`config.mk`:
```
export PLATFORM = sky130hd
export DESIGN_NAME = rews_host_flat
export DESIGN_NICKNAME = d
export VERILOG_FILES = /design/src/shared/rews_pkg.sv /design/src/shared/rews_if.sv /design/src/design/rews_host.sv /design/src/flat_wrapper.sv
export VERILOG_INCLUDE_DIRS = /design/src /design/src/shared
export SDC_FILE = /design/constraint.sdc
export NUM_CORES = 1
export LEC_CHECK = 0
export ABC_CLOCK_PERIOD_IN_PS = 3200
export BUFFER_PORTS_ARGS = -buffer_cell sky130_fd_sc_hd__buf_2
export CAP_MARGIN = 20
export CORE_MARGIN = 5
export CORE_UTILIZATION = 45
export DETAILED_ROUTE_END_ITERATION = 7
export PLACE_DENSITY_LB_ADDON = 0.08
export SYNTH_ARGS = -nofsm -noshare
export SYNTH_HDL_FRONTEND = slang
export SYNTH_SLANG_ARGS = --single-unit
```
`constraint.sdc`:
```
create_clock -name clk -period 3.2 [get_ports clk]
set_clock_uncertainty 0.15 [all_clocks]
set_input_delay 0.96 -clock clk [delete_from_list [all_inputs] [get_ports clk]]
set_output_delay 0.96 -clock clk [all_outputs]
set_load 0.02 [all_outputs]
```
`src/shared/rews_defs.svh`:
```
// register map, field positions, codes and timing counts shared by both ends
// assumes a 20 MHz clock on both ends
`ifndef REWS_DEFS_SVH
`define REWS_DEFS_SVH
// transceiver register offsets (device side)
`define RW_A_STATE 4'h0
`define RW_A_CMD 4'h1
`define RW_A_PLL 4'h2
`define RW_A_MODEM 4'h3
`define RW_A_MAC 4'h4
`define RW_A_TXPWR 4'h5
// modem config fields
`define RW_F_PT 1:0
`define RW_F_CHIP 3:2
`define RW_F_RXM 5:4
`define RW_B_OQ_LP 6
`define RW_B_FSK_LP 7
// mac control fields
`define RW_B_AACK 0
`define RW_B_BBON 1
// radio state and command codes, legacy phy type code
`define RW_ST_SLEEP 3'h1
`define RW_ST_OFF 3'h2
`define RW_ST_TXSET 3'h3
`define RW_ST_TX 3'h4
`define RW_ST_RX 3'h5
`define RW_ST_TRANS 3'h6
`define RW_PT_LEGACY 2'h3
// pll control values
`define RW_PLL_LPM_ON 8'h09
`define RW_PLL_LPM_OFF 8'h08
// reset values and the no-cap power limit
`define RW_MAC_RST 8'h03
`define RW_TXPWR_RST 5'h1f
`define RW_NOCAP 5'h1f
// auto ack turnaround
`define RW_ACK_TURN_CYC 8'h40
// gain hold watchdog periods
`define RW_CLK_MHZ 20
`define RW_WD_SHORT_US 200
`define RW_WD_LONG_US 6000
`define RW_WD_SHORT_CYC (`RW_WD_SHORT_US * `RW_CLK_MHZ)
`define RW_WD_LONG_CYC (`RW_WD_LONG_US * `RW_CLK_MHZ)
// controller software registers
`define RW_S_CTRL 4'h0
`define RW_S_CMD 4'h1
`define RW_S_MODE 4'h2
`define RW_S_PWR 4'h3
`define RW_S_STAT 4'h4
`define RW_S_MASK 4'h5
`define RW_S_INFO 4'h6
`define RW_B_LPM 0
`define RW_B_CAACK 1
`define RW_B_CBBEN 2
`define RW_B_WDEN 3
`define RW_F_CRXM 5:4
`define RW_B_OFDM 6
`define RW_B_OFFREQ 0
`define RW_B_CHANREQ 1
`define RW_B_PWRREQ 2
`define RW_E_OFF 0
`define RW_E_WD 1
`define RW_E_ACK 2
`define RW_E_CHAN 3
`define RW_E_PWR 4
`endif

```
`src/shared/rews_pkg.sv`:
```
// types shared by the controller and the transceiver end
// assumes rews_defs.svh for all numeric values
`default_nettype none
package rews_pkg;
  typedef logic [7:0] rews_byte_t; // one register byte
  typedef logic [3:0] rews_addr_t; // register offset
  typedef enum logic [3:0] {
    SQ_IDLE, SQ_PLL, SQ_ACK_OFF, SQ_ACK_ON, SQ_BB_OFF, SQ_BB_ON,
    SQ_OFF_CMD, SQ_OFF_RD, SQ_OFF_CHK, SQ_PWR
  } rews_seq_e;
endpackage
`default_nettype wire

```
`src/shared/rews_if.sv`:
```
// control port and interrupt lines between controller and transceiver
// assumes both ends on the same clock; events are one-cycle pulses
`timescale 1ns/1ps
`default_nettype none
interface rews_if;
  import rews_pkg::*;
  logic req_we; // write strobe
  logic req_re; // read strobe
  rews_addr_t req_addr; // register offset
  rews_byte_t req_wdata; // write data
  rews_byte_t rsp_rdata; // read data, cycle after req_re
  logic ev_frame_end; // frame end interrupt
  logic ev_ack_req; // ack request bit of that frame
  logic ev_gain_hold; // gain hold interrupt
  logic ev_gain_release; // gain release interrupt
  logic ev_frame_start; // frame start interrupt
  logic ev_rx_ready; // rx reached and channel locked
  logic ev_rx_left; // rx state left
  modport dev (input req_we, req_re, req_addr, req_wdata,
    output rsp_rdata, ev_frame_end, ev_ack_req, ev_gain_hold, ev_gain_release,
    ev_frame_start, ev_rx_ready, ev_rx_left);
  modport host (output req_we, req_re, req_addr, req_wdata,
    input rsp_rdata, ev_frame_end, ev_ack_req, ev_gain_hold, ev_gain_release,
    ev_frame_start, ev_rx_ready, ev_rx_left);
endinterface
`default_nettype wire

```
`src/design/rews_host.sv`:
```
// controller end: workaround sequencer driving the transceiver control port
// assumes the transceiver answers reads one cycle later and never stalls
`timescale 1ns/1ps
`default_nettype none
`include "rews_defs.svh"
module rews_host import rews_pkg::*; #(
  parameter int WD_LONG_CYC = `RW_WD_LONG_CYC
) (
  input wire logic clk,
  input wire logic rst_n,
  rews_if.host bus,
  input wire rews_addr_t sw_addr,
  input wire rews_byte_t sw_wdata,
  input wire logic sw_we,
  input wire logic sw_re,
  output rews_byte_t sw_rdata,
  output logic irq
);
  localparam logic [16:0] WD_SHORT = 17'(`RW_WD_SHORT_CYC);
  localparam logic [16:0] WD_LONG = 17'(WD_LONG_CYC);

  rews_byte_t ctrl_r; // mode and shadow bits
  rews_byte_t mode_r; // band [1:0], option [4:2], scheme [7:5]
  logic [4:0] pwr_req_r; // requested tx power
  logic [4:0] pwr_set_r; // power actually written
  logic [4:0] stat_r; // sticky events
  logic [4:0] mask_r; // interrupt mask
  logic [4:0] stat_set; // events this cycle
  logic [3:0] retry_r; // off command retries
  rews_seq_e seq_r; // sequencer state
  logic pend_pll9_r, pend_pll8_r, pend_ack_r, pend_bb_r, pend_off_r, pend_pwr_r;
  logic pll_is8_r; // pll write in flight is the 8 value
  logic wd_run_r; // gain hold watchdog running
  logic [16:0] wd_cnt_r; // watchdog countdown
  logic wd_fire; // watchdog expired this cycle
  logic sw_cmd; // software command write
  logic [4:0] cap; // power cap for the current mode
  logic idle_go; // sequencer free to start

  assign sw_cmd = sw_we && sw_addr == `RW_S_CMD;
  assign idle_go = seq_r == SQ_IDLE;

  // ofdm power cap lookup; schemes 0 to 3 are unrestricted
  function automatic logic [4:0] ofdm_cap(input rews_byte_t m);
    logic [4:0] c;
    c = `RW_NOCAP;
    case (m)
      {3'h6, 3'h4, 2'h0}: c = 5'h1d;
      {3'h4, 3'h2, 2'h1}: c = 5'h1c;
      {3'h5, 3'h2, 2'h1}: c = 5'h17;
      {3'h5, 3'h3, 2'h1}: c = 5'h1a;
      {3'h6, 3'h3, 2'h1}: c = 5'h17;
      {3'h5, 3'h4, 2'h1}: c = 5'h1a;
      {3'h6, 3'h4, 2'h1}: c = 5'h17;
      {3'h4, 3'h2, 2'h2}: c = 5'h1a;
      {3'h5, 3'h2, 2'h2}: c = 5'h19;
      {3'h4, 3'h3, 2'h2}: c = 5'h1a;
      {3'h5, 3'h3, 2'h2}: c = 5'h19;
      {3'h6, 3'h3, 2'h2}: c = 5'h18;
      {3'h4, 3'h4, 2'h2}: c = 5'h1a;
      {3'h5, 3'h4, 2'h2}: c = 5'h19;
      {3'h6, 3'h4, 2'h2}: c = 5'h17;
      default: c = `RW_NOCAP;
    endcase
    return c;
  endfunction

  assign cap = ctrl_r[`RW_B_OFDM] ? ofdm_cap(mode_r) : `RW_NOCAP;

  //////////////////////////////////////////////////////////////////////////////
  // software registers
  always_ff @(posedge clk) begin
    if (!rst_n) begin
      ctrl_r <= 8'h06;
      mode_r <= 8'h00;
      pwr_req_r <= `RW_TXPWR_RST;
      mask_r <= 5'h00;
    end else if (sw_we) begin
      case (sw_addr)
        `RW_S_CTRL: ctrl_r <= sw_wdata;
        `RW_S_MODE: mode_r <= sw_wdata;
        `RW_S_PWR: pwr_req_r <= sw_wdata[4:0];
        `RW_S_MASK: mask_r <= sw_wdata[4:0];
        default: ;
      endcase
    end
  end

  // read back, one cycle after the strobe
  always_ff @(posedge clk) begin
    if (!rst_n) begin
      sw_rdata <= 8'h00;
    end else if (sw_re) begin
      case (sw_addr)
        `RW_S_CTRL: sw_rdata <= ctrl_r;
        `RW_S_MODE: sw_rdata <= mode_r;
        `RW_S_PWR: sw_rdata <= {3'h0, pwr_set_r};
        `RW_S_STAT: sw_rdata <= {3'h0, stat_r};
        `RW_S_MASK: sw_rdata <= {3'h0, mask_r};
        `RW_S_INFO: sw_rdata <= {retry_r, 3'h0, !idle_go};
        default: sw_rdata <= 8'h00;
      endcase
    end
  end

  // sticky status, write one to clear; a new event beats the clear
  always_ff @(posedge clk) begin
    if (!rst_n) begin
      stat_r <= 5'h00;
    end else if (sw_we && sw_addr == `RW_S_STAT) begin
      stat_r <= (stat_r & ~sw_wdata[4:0]) | stat_set;
    end else begin
      stat_r <= stat_r | stat_set;
    end
  end

  assign irq = |(stat_r & mask_r);

  //////////////////////////////////////////////////////////////////////////////
  // gain hold watchdog
  always_ff @(posedge clk) begin
    if (!rst_n) begin
      wd_run_r <= 1'b0;
      wd_cnt_r <= 17'h00000;
    end else if (bus.ev_gain_hold && ctrl_r[`RW_B_WDEN] && ctrl_r[`RW_F_CRXM] != 2'h0) begin
      wd_run_r <= 1'b1;
      wd_cnt_r <= ctrl_r[`RW_F_CRXM] == 2'h1 ? WD_SHORT : WD_LONG;
    end else if (bus.ev_gain_release || bus.ev_frame_start || wd_fire) begin
      wd_run_r <= 1'b0;
    end else if (wd_run_r) begin
      wd_cnt_r <= wd_cnt_r - 17'h00001;
    end
  end

  assign wd_fire = wd_run_r && wd_cnt_r == 17'h00001;

  //////////////////////////////////////////////////////////////////////////////
  // pending work; each flag drops when its sequence is started
  always_ff @(posedge clk) begin
    if (!rst_n) begin
      pend_pll9_r <= 1'b0;
      pend_pll8_r <= 1'b0;
      pend_ack_r <= 1'b0;
      pend_bb_r <= 1'b0;
      pend_off_r <= 1'b0;
      pend_pwr_r <= 1'b0;
    end else begin
      if (bus.ev_frame_end && !bus.ev_ack_req && ctrl_r[`RW_B_CAACK]) begin
        pend_ack_r <= 1'b1;
      end else if (idle_go) begin
        pend_ack_r <= 1'b0;
      end
      if (wd_fire) begin
        pend_bb_r <= 1'b1;
      end else if (idle_go && !pend_ack_r) begin
        pend_bb_r <= 1'b0;
      end
      if (ctrl_r[`RW_B_LPM] && (bus.ev_rx_left || (sw_cmd && sw_wdata[`RW_B_CHANREQ]))) begin
        pend_pll8_r <= 1'b1;
        pend_pll9_r <= 1'b0;
      end else if (ctrl_r[`RW_B_LPM] && bus.ev_rx_ready) begin
        pend_pll9_r <= 1'b1;
      end else if (idle_go && !pend_ack_r && !pend_bb_r) begin
        pend_pll8_r <= 1'b0;
        if (!pend_pll8_r) begin
          pend_pll9_r <= 1'b0;
        end
      end
      if (sw_cmd && sw_wdata[`RW_B_OFFREQ]) begin
        pend_off_r <= 1'b1;
      end else if (seq_r == SQ_OFF_CMD) begin
        pend_off_r <= 1'b0;
      end
      if (sw_cmd && sw_wdata[`RW_B_PWRREQ]) begin
        pend_pwr_r <= 1'b1;
      end else if (seq_r == SQ_PWR) begin
        pend_pwr_r <= 1'b0;
      end
    end
  end

  //////////////////////////////////////////////////////////////////////////////
  // sequencer; the state names the access on the port in that cycle
  always_ff @(posedge clk) begin
    if (!rst_n) begin
      seq_r <= SQ_IDLE;
      bus.req_we <= 1'b0;
      bus.req_re <= 1'b0;
      bus.req_addr <= 4'h0;
      bus.req_wdata <= 8'h00;
      pll_is8_r <= 1'b0;
      retry_r <= 4'h0;
      pwr_set_r <= `RW_TXPWR_RST;
    end else begin
      bus.req_we <= 1'b0;
      bus.req_re <= 1'b0;
      case (seq_r)
        SQ_IDLE: begin
          // ack fix first: it races the automatic ack turnaround
          if (pend_ack_r) begin
            seq_r <= SQ_ACK_OFF;
            bus.req_we <= 1'b1;
            bus.req_addr <= `RW_A_MAC;
            bus.req_wdata <= {6'h00, ctrl_r[`RW_B_CBBEN], 1'b0};
          end else if (pend_bb_r) begin
            seq_r <= SQ_BB_OFF;
            bus.req_we <= 1'b1;
            bus.req_addr <= `RW_A_MAC;
            bus.req_wdata <= {6'h00, 1'b0, ctrl_r[`RW_B_CAACK]};
          end else if (pend_pll8_r || pend_pll9_r) begin
            seq_r <= SQ_PLL;
            pll_is8_r <= pend_pll8_r;
            bus.req_we <= 1'b1;
            bus.req_addr <= `RW_A_PLL;
            bus.req_wdata <= pend_pll8_r ? `RW_PLL_LPM_OFF : `RW_PLL_LPM_ON;
          end else if (pend_off_r) begin
            seq_r <= SQ_OFF_CMD;
            retry_r <= 4'h0;
            bus.req_we <= 1'b1;
            bus.req_addr <= `RW_A_CMD;
            bus.req_wdata <= {5'h00, `RW_ST_OFF};
          end else if (pend_pwr_r) begin
            seq_r <= SQ_PWR;
            pwr_set_r <= pwr_req_r > cap ? cap : pwr_req_r;
            bus.req_we <= 1'b1;
            bus.req_addr <= `RW_A_TXPWR;
            bus.req_wdata <= {3'h0, pwr_req_r > cap ? cap : pwr_req_r};
          end
        end
        SQ_ACK_OFF: begin
          seq_r <= SQ_ACK_ON;
          bus.req_we <= 1'b1;
          bus.req_wdata <= {6'h00, ctrl_r[`RW_B_CBBEN], 1'b1};
        end
        SQ_BB_OFF: begin
          seq_r <= SQ_BB_ON;
          bus.req_we <= 1'b1;
          bus.req_wdata <= {6'h00, 1'b1, ctrl_r[`RW_B_CAACK]};
        end
        SQ_OFF_CMD: begin
          seq_r <= SQ_OFF_RD;
          bus.req_re <= 1'b1;
          bus.req_addr <= `RW_A_STATE;
        end
        SQ_OFF_RD: seq_r <= SQ_OFF_CHK;
        SQ_OFF_CHK: begin
          if (bus.rsp_rdata[2:0] == `RW_ST_OFF) begin
            seq_r <= SQ_IDLE;
          end else begin
            seq_r <= SQ_OFF_CMD;
            retry_r <= retry_r + 4'h1;
            bus.req_we <= 1'b1;
            bus.req_addr <= `RW_A_CMD;
            bus.req_wdata <= {5'h00, `RW_ST_OFF};
          end
        end
        SQ_PLL, SQ_ACK_ON, SQ_BB_ON, SQ_PWR: seq_r <= SQ_IDLE;
        default: seq_r <= SQ_IDLE;
      endcase
    end
  end

  // completion events into the status register
  always_comb begin
    stat_set = 5'h00;
    stat_set[`RW_E_OFF] = seq_r == SQ_OFF_CHK && bus.rsp_rdata[2:0] == `RW_ST_OFF;
    stat_set[`RW_E_WD] = wd_fire;
    stat_set[`RW_E_ACK] = seq_r == SQ_ACK_ON;
    stat_set[`RW_E_CHAN] = seq_r == SQ_PLL && pll_is8_r;
    stat_set[`RW_E_PWR] = seq_r == SQ_PWR;
  end
endmodule
`default_nettype wire

```
`src/flat_wrapper.sv`:
```
// flat-port wrapper written by rule: the top's interface ports become plain ports
module rews_host_flat import rews_pkg::*;
#(
  parameter int WD_LONG_CYC = `RW_WD_LONG_CYC
)
  (clk, rst_n, sw_addr, sw_wdata, sw_we, sw_re, sw_rdata, irq, bus_req_we, bus_req_re, bus_req_addr, bus_req_wdata, bus_rsp_rdata, bus_ev_frame_end, bus_ev_ack_req, bus_ev_gain_hold, bus_ev_gain_release, bus_ev_frame_start, bus_ev_rx_ready, bus_ev_rx_left);
  rews_if bus_i ();
  input wire logic clk;
  input wire logic rst_n;
  input wire rews_addr_t sw_addr;
  input wire rews_byte_t sw_wdata;
  input wire logic sw_we;
  input wire logic sw_re;
  output rews_byte_t sw_rdata;
  output logic irq;
  output wire logic [$bits(bus_i.req_we)-1:0] bus_req_we;
  output wire logic [$bits(bus_i.req_re)-1:0] bus_req_re;
  output wire logic [$bits(bus_i.req_addr)-1:0] bus_req_addr;
  output wire logic [$bits(bus_i.req_wdata)-1:0] bus_req_wdata;
  input wire logic [$bits(bus_i.rsp_rdata)-1:0] bus_rsp_rdata;
  input wire logic [$bits(bus_i.ev_frame_end)-1:0] bus_ev_frame_end;
  input wire logic [$bits(bus_i.ev_ack_req)-1:0] bus_ev_ack_req;
  input wire logic [$bits(bus_i.ev_gain_hold)-1:0] bus_ev_gain_hold;
  input wire logic [$bits(bus_i.ev_gain_release)-1:0] bus_ev_gain_release;
  input wire logic [$bits(bus_i.ev_frame_start)-1:0] bus_ev_frame_start;
  input wire logic [$bits(bus_i.ev_rx_ready)-1:0] bus_ev_rx_ready;
  input wire logic [$bits(bus_i.ev_rx_left)-1:0] bus_ev_rx_left;
  assign bus_req_we = bus_i.req_we;
  assign bus_req_re = bus_i.req_re;
  assign bus_req_addr = bus_i.req_addr;
  assign bus_req_wdata = bus_i.req_wdata;
  assign bus_i.rsp_rdata = bus_rsp_rdata;
  assign bus_i.ev_frame_end = bus_ev_frame_end;
  assign bus_i.ev_ack_req = bus_ev_ack_req;
  assign bus_i.ev_gain_hold = bus_ev_gain_hold;
  assign bus_i.ev_gain_release = bus_ev_gain_release;
  assign bus_i.ev_frame_start = bus_ev_frame_start;
  assign bus_i.ev_rx_ready = bus_ev_rx_ready;
  assign bus_i.ev_rx_left = bus_ev_rx_left;
  rews_host #(.WD_LONG_CYC(WD_LONG_CYC)) u_core (.clk(clk), .rst_n(rst_n), .bus(bus_i), .sw_addr(sw_addr), .sw_wdata(sw_wdata), .sw_we(sw_we), .sw_re(sw_re), .sw_rdata(sw_rdata), .irq(irq));
endmodule
```
==> impl_metrics.toml <==
[synthesis]
synth_edf_count = 0
ys_ff_latch = 87
syn_area_um2 = 4730
async_reset_ff_share_pct = 0
ys_warn_count = 0
yosysSeqAreaShare_pct = 36.8
synth_ff_type = "dfxtp_1"
syn_inst = 586
yosysTopAreaCell = "dfxtp_1"
synth_area_leaders = "dfxtp_1 37%, nor2_1 6.3%, nand2_1 5.2%"
synth_cell_types = 83
post-synth-top-area-fraction_pct = 36.8
syn_avg_cell_area_um2 = 8.08

[layout]
fin_nets = 660
num_antenna_cells = 0
final_cell_mix = "84 x dfxtp_1, 79 x nor2_1, 65 x nand2_1"
final_cells = 762
final_common_cell = "dfxtp_1"
drive_above_1_share_pct = 16.3
synthToLayoutAreaGrowth_pct = 12.5

[detailed_routing]
dr_total_vias = 4429
drc = 0
wire_per_inst_um = 17.1
firstDrtPassIters = 5
drt_iter0_drc = 287
drt_wl_total_mm = 13.0
ant_nets = 0
drt-vias-per-instance = 5.81

[placed_design]
hpwlAfterDp_mm = 9.49
dp_cells = 747
place_congestion = 0.887
port_buffers = 44
dp_worst_setup_slack_ns = 0.0639

[global_route]
antenna_found_initial = 0
grt_overflow = 0
grt_max_degree = 44
grt_use_total_pct = 20.4
grt_pass1_wl_mm = 21.1
grt_pass1_vias = 4220

[timing]
worstMarginPinSlew_ns = 0.777
setup_slack_ns = 0.158
drv_slew = 0
hold_viol = 0
max_freq_mhz = 329
period_share_pct = 95.1
max_slew_margin_pct = 48.0
finalCriticalPeriod_ns = 3.04
setup_violations = 0

[worst_hold_path]
hold_path_startpoint = "u_core.bus.req_addr[2]$_SDFFE_PN0P_"
min_path_type = "reg -> reg"
whs_path_depth = 2
hold_end = "u_core.bus.req_addr[2]$_SDFFE_PN0P_"

[critical_path]
worstRegToRegCells = 13
worstPathArrival_ns = 3.19
worstPathRequired_ns = 3.35
rrSetupSlack_ns = 0.16
worstPathMaxFanout = 8
crit_type = "reg -> reg"
r2r_start = "u_core.mode_r[3]$_SDFFE_PN0P_"
r2r-end = "u_core.bus.req_wdata[3]$_SDFFE_PN0P_"
start_kind = "flop"
cp-end-kind = "flop"

[clock_tree]
clock_latency_ns = 0.37
cts_resized = 0
path_clk_slew_ns = 0.08
root_buffer = "clkbuf_8"
clk_path_buf_depth = 2
cts_htree_levels = 3
numClockSinks = 87
cts_buffers = 9
ctsHoldBuffers = 0
cts_setup_buffers = 0
cts_tree = "done"

[floorplan]
dieWidth_um = 113
io_pins = 54
initial_core_util_pct = 46.1
core_um2 = 10300
dieArea_um2 = 12700
num_rows = 37
die_y_um = 113

[pwr]
p_int_mw = 1.95
p_switching_mw = 0.932
ir_drop_mv = 0.415
p_per_area_nw_per_um2 = 541
combPwrFrac_pct = 25.4
p_sw_share_pct = 32.4
power_frac_clock_pct = 30.8
leakagePower_nw = 2.16
seq_power_share_pct = 43.8

[flow_run]
maxCapViolCount = 0

[run_status]
outcome = "finished, final reports clean"
[worst max-delay path: stages, from the launching register on]
cell      delay (ns)
dfxtp_1         0.32
buf_4           0.16
or4b_1          0.51
o22ai_1         0.14
nand3b_1        0.13
nand4b_1        0.15
nand3_1         0.10
ha_1            0.22
nor2b_1         0.11
o211ai_1        0.10
a21oi_2         0.27
mux2_4          0.35
o21ai_1         0.12
a32o_1          0.14
[routing by layer]
layer | vias to the layer above | track usage (%) | part of all wire, %
li1 | 2194 | - | -
met1 | 2095 | 28.0 | 47
met2 | 121 | 31.6 | 46
met3 | 19 | 4.74 | 5.2
met4 | 0 | 6.41 | 1.7
met5 | - | 0 | 0
[per-stage QoR]
stage | cell area, um2 | TNS [ns] | hold WS, ns | power (mW) | utilization (%)
3_3_place_gp | 5060 | 0 | 0.303 | 2.00 | 49.2
2_1_floorplan | 4750 | 0 | 0.287 | 1.78 | -
4_1_cts | 5290 | 0 | 0.327 | 2.90 | 51.4
6_report | 5330 | 0 | 0.322 | 2.88 | 51.8
3_5_place_dp | 5060 | 0 | 0.307 | 2.01 | 49.2
5_1_grt | 5330 | -0.0297 | 0.348 | 3.02 | 51.8
[sequential cells by signal, indices dropped and copies added, names as in the netlist, 3 cells and up]
register	count
u_core.bus.req_addr	3
u_core.bus.req_wdata	5
u_core.ctrl_r	8
u_core.mask_r	5
u_core.mode_r	8
u_core.pwr_req_r	5
u_core.pwr_set_r	5
u_core.retry_r	4
u_core.seq_r	4
u_core.stat_r	5
u_core.sw_rdata	8
u_core.wd_cnt_r	17
[area by class of cell]
cell class                 instances  area (um2)
sequential                        87        1750
multi-input combinational        449        2790
clock buffer                      12         165
inverter                          16        60.1
tap                              136         170
fill                            1027        4950
timing repair buffer              59         333
clock inverter                     3        65.1
[Yosys cell counts, types with 5 or more instances]
master,number
nand4b_1,5
xor2_1,6
buf_4,5
nand2_1,65
xnor2_1,6
inv_1,15
a22oi_1,14
or3_1,7
mux2_2,5
nand3_1,23
o221ai_1,5
and2_1,5
nand2b_1,9
a211oi_1,7
mux2i_1,11
ha_1,7
and3_1,10
nand4_1,7
dfxtp_1,87
nand3b_1,8
nor2_1,79
nor3_1,13
clkbuf_1,20
o211ai_1,13
nor4_1,6
a21oi_1,47
o21ai_0,19
buf_2,7
[cells by family (layout without fill, tap and decap cells)]
| family | count (synthesis) | count (layout) | synth area share, % |
|---|---|---|---|
| fa+ha+maj | 7 | 7 | 1.85 |
| simple gates | 264 | 264 | 29.2 |
| other cells | 1 | 4 | 0.0792 |
| mux | 16 | 16 | 3.51 |
| xor+xnor | 12 | 12 | 2.22 |
| buf+inv | 53 | 90 | 5.34 |
| flops | 87 | 87 | 36.8 |
| compound gates | 146 | 146 | 21.0 |
[worst max path at each step]
stage                                   from                                    to  slack, ns  depth (start not counted)
6_report       u_core.mode_r[3]$_SDFFE_PN0P_  u_core.bus.req_wdata[3]$_SDFFE_PN0P_       0.16                         13
5_1_grt        u_core.mode_r[3]$_SDFFE_PN0P_  u_core.bus.req_wdata[1]$_SDFFE_PN0P_      -0.02                         14
4_1_cts        u_core.mode_r[6]$_SDFFE_PN0P_  u_core.bus.req_wdata[3]$_SDFFE_PN0P_       0.02                         11
3_5_place_dp   u_core.mode_r[6]$_SDFFE_PN0P_  u_core.bus.req_wdata[3]$_SDFFE_PN0P_       0.06                         11
3_3_place_gp   u_core.mode_r[2]$_SDFFE_PN0P_  u_core.bus.req_wdata[3]$_SDFFE_PN0P_       0.10                         13
2_1_floorplan  u_core.mode_r[3]$_SDFFE_PN0P_  u_core.bus.req_wdata[3]$_SDFFE_PN0P_       0.25                         13
[power groups by stage]
stage / clock [mW] / combinational [mW] / sequential (mW)
after global placement: 0 / 0.721 / 1.28
after floorplan: 0 / 0.521 / 1.26
after detailed placement: 0 / 0.724 / 1.28
after CTS: 0.911 / 0.728 / 1.26
final: 0.887 / 0.731 / 1.26
after global routing: 0.950 / 0.798 / 1.28
Power figures use the tool's default switching activity.
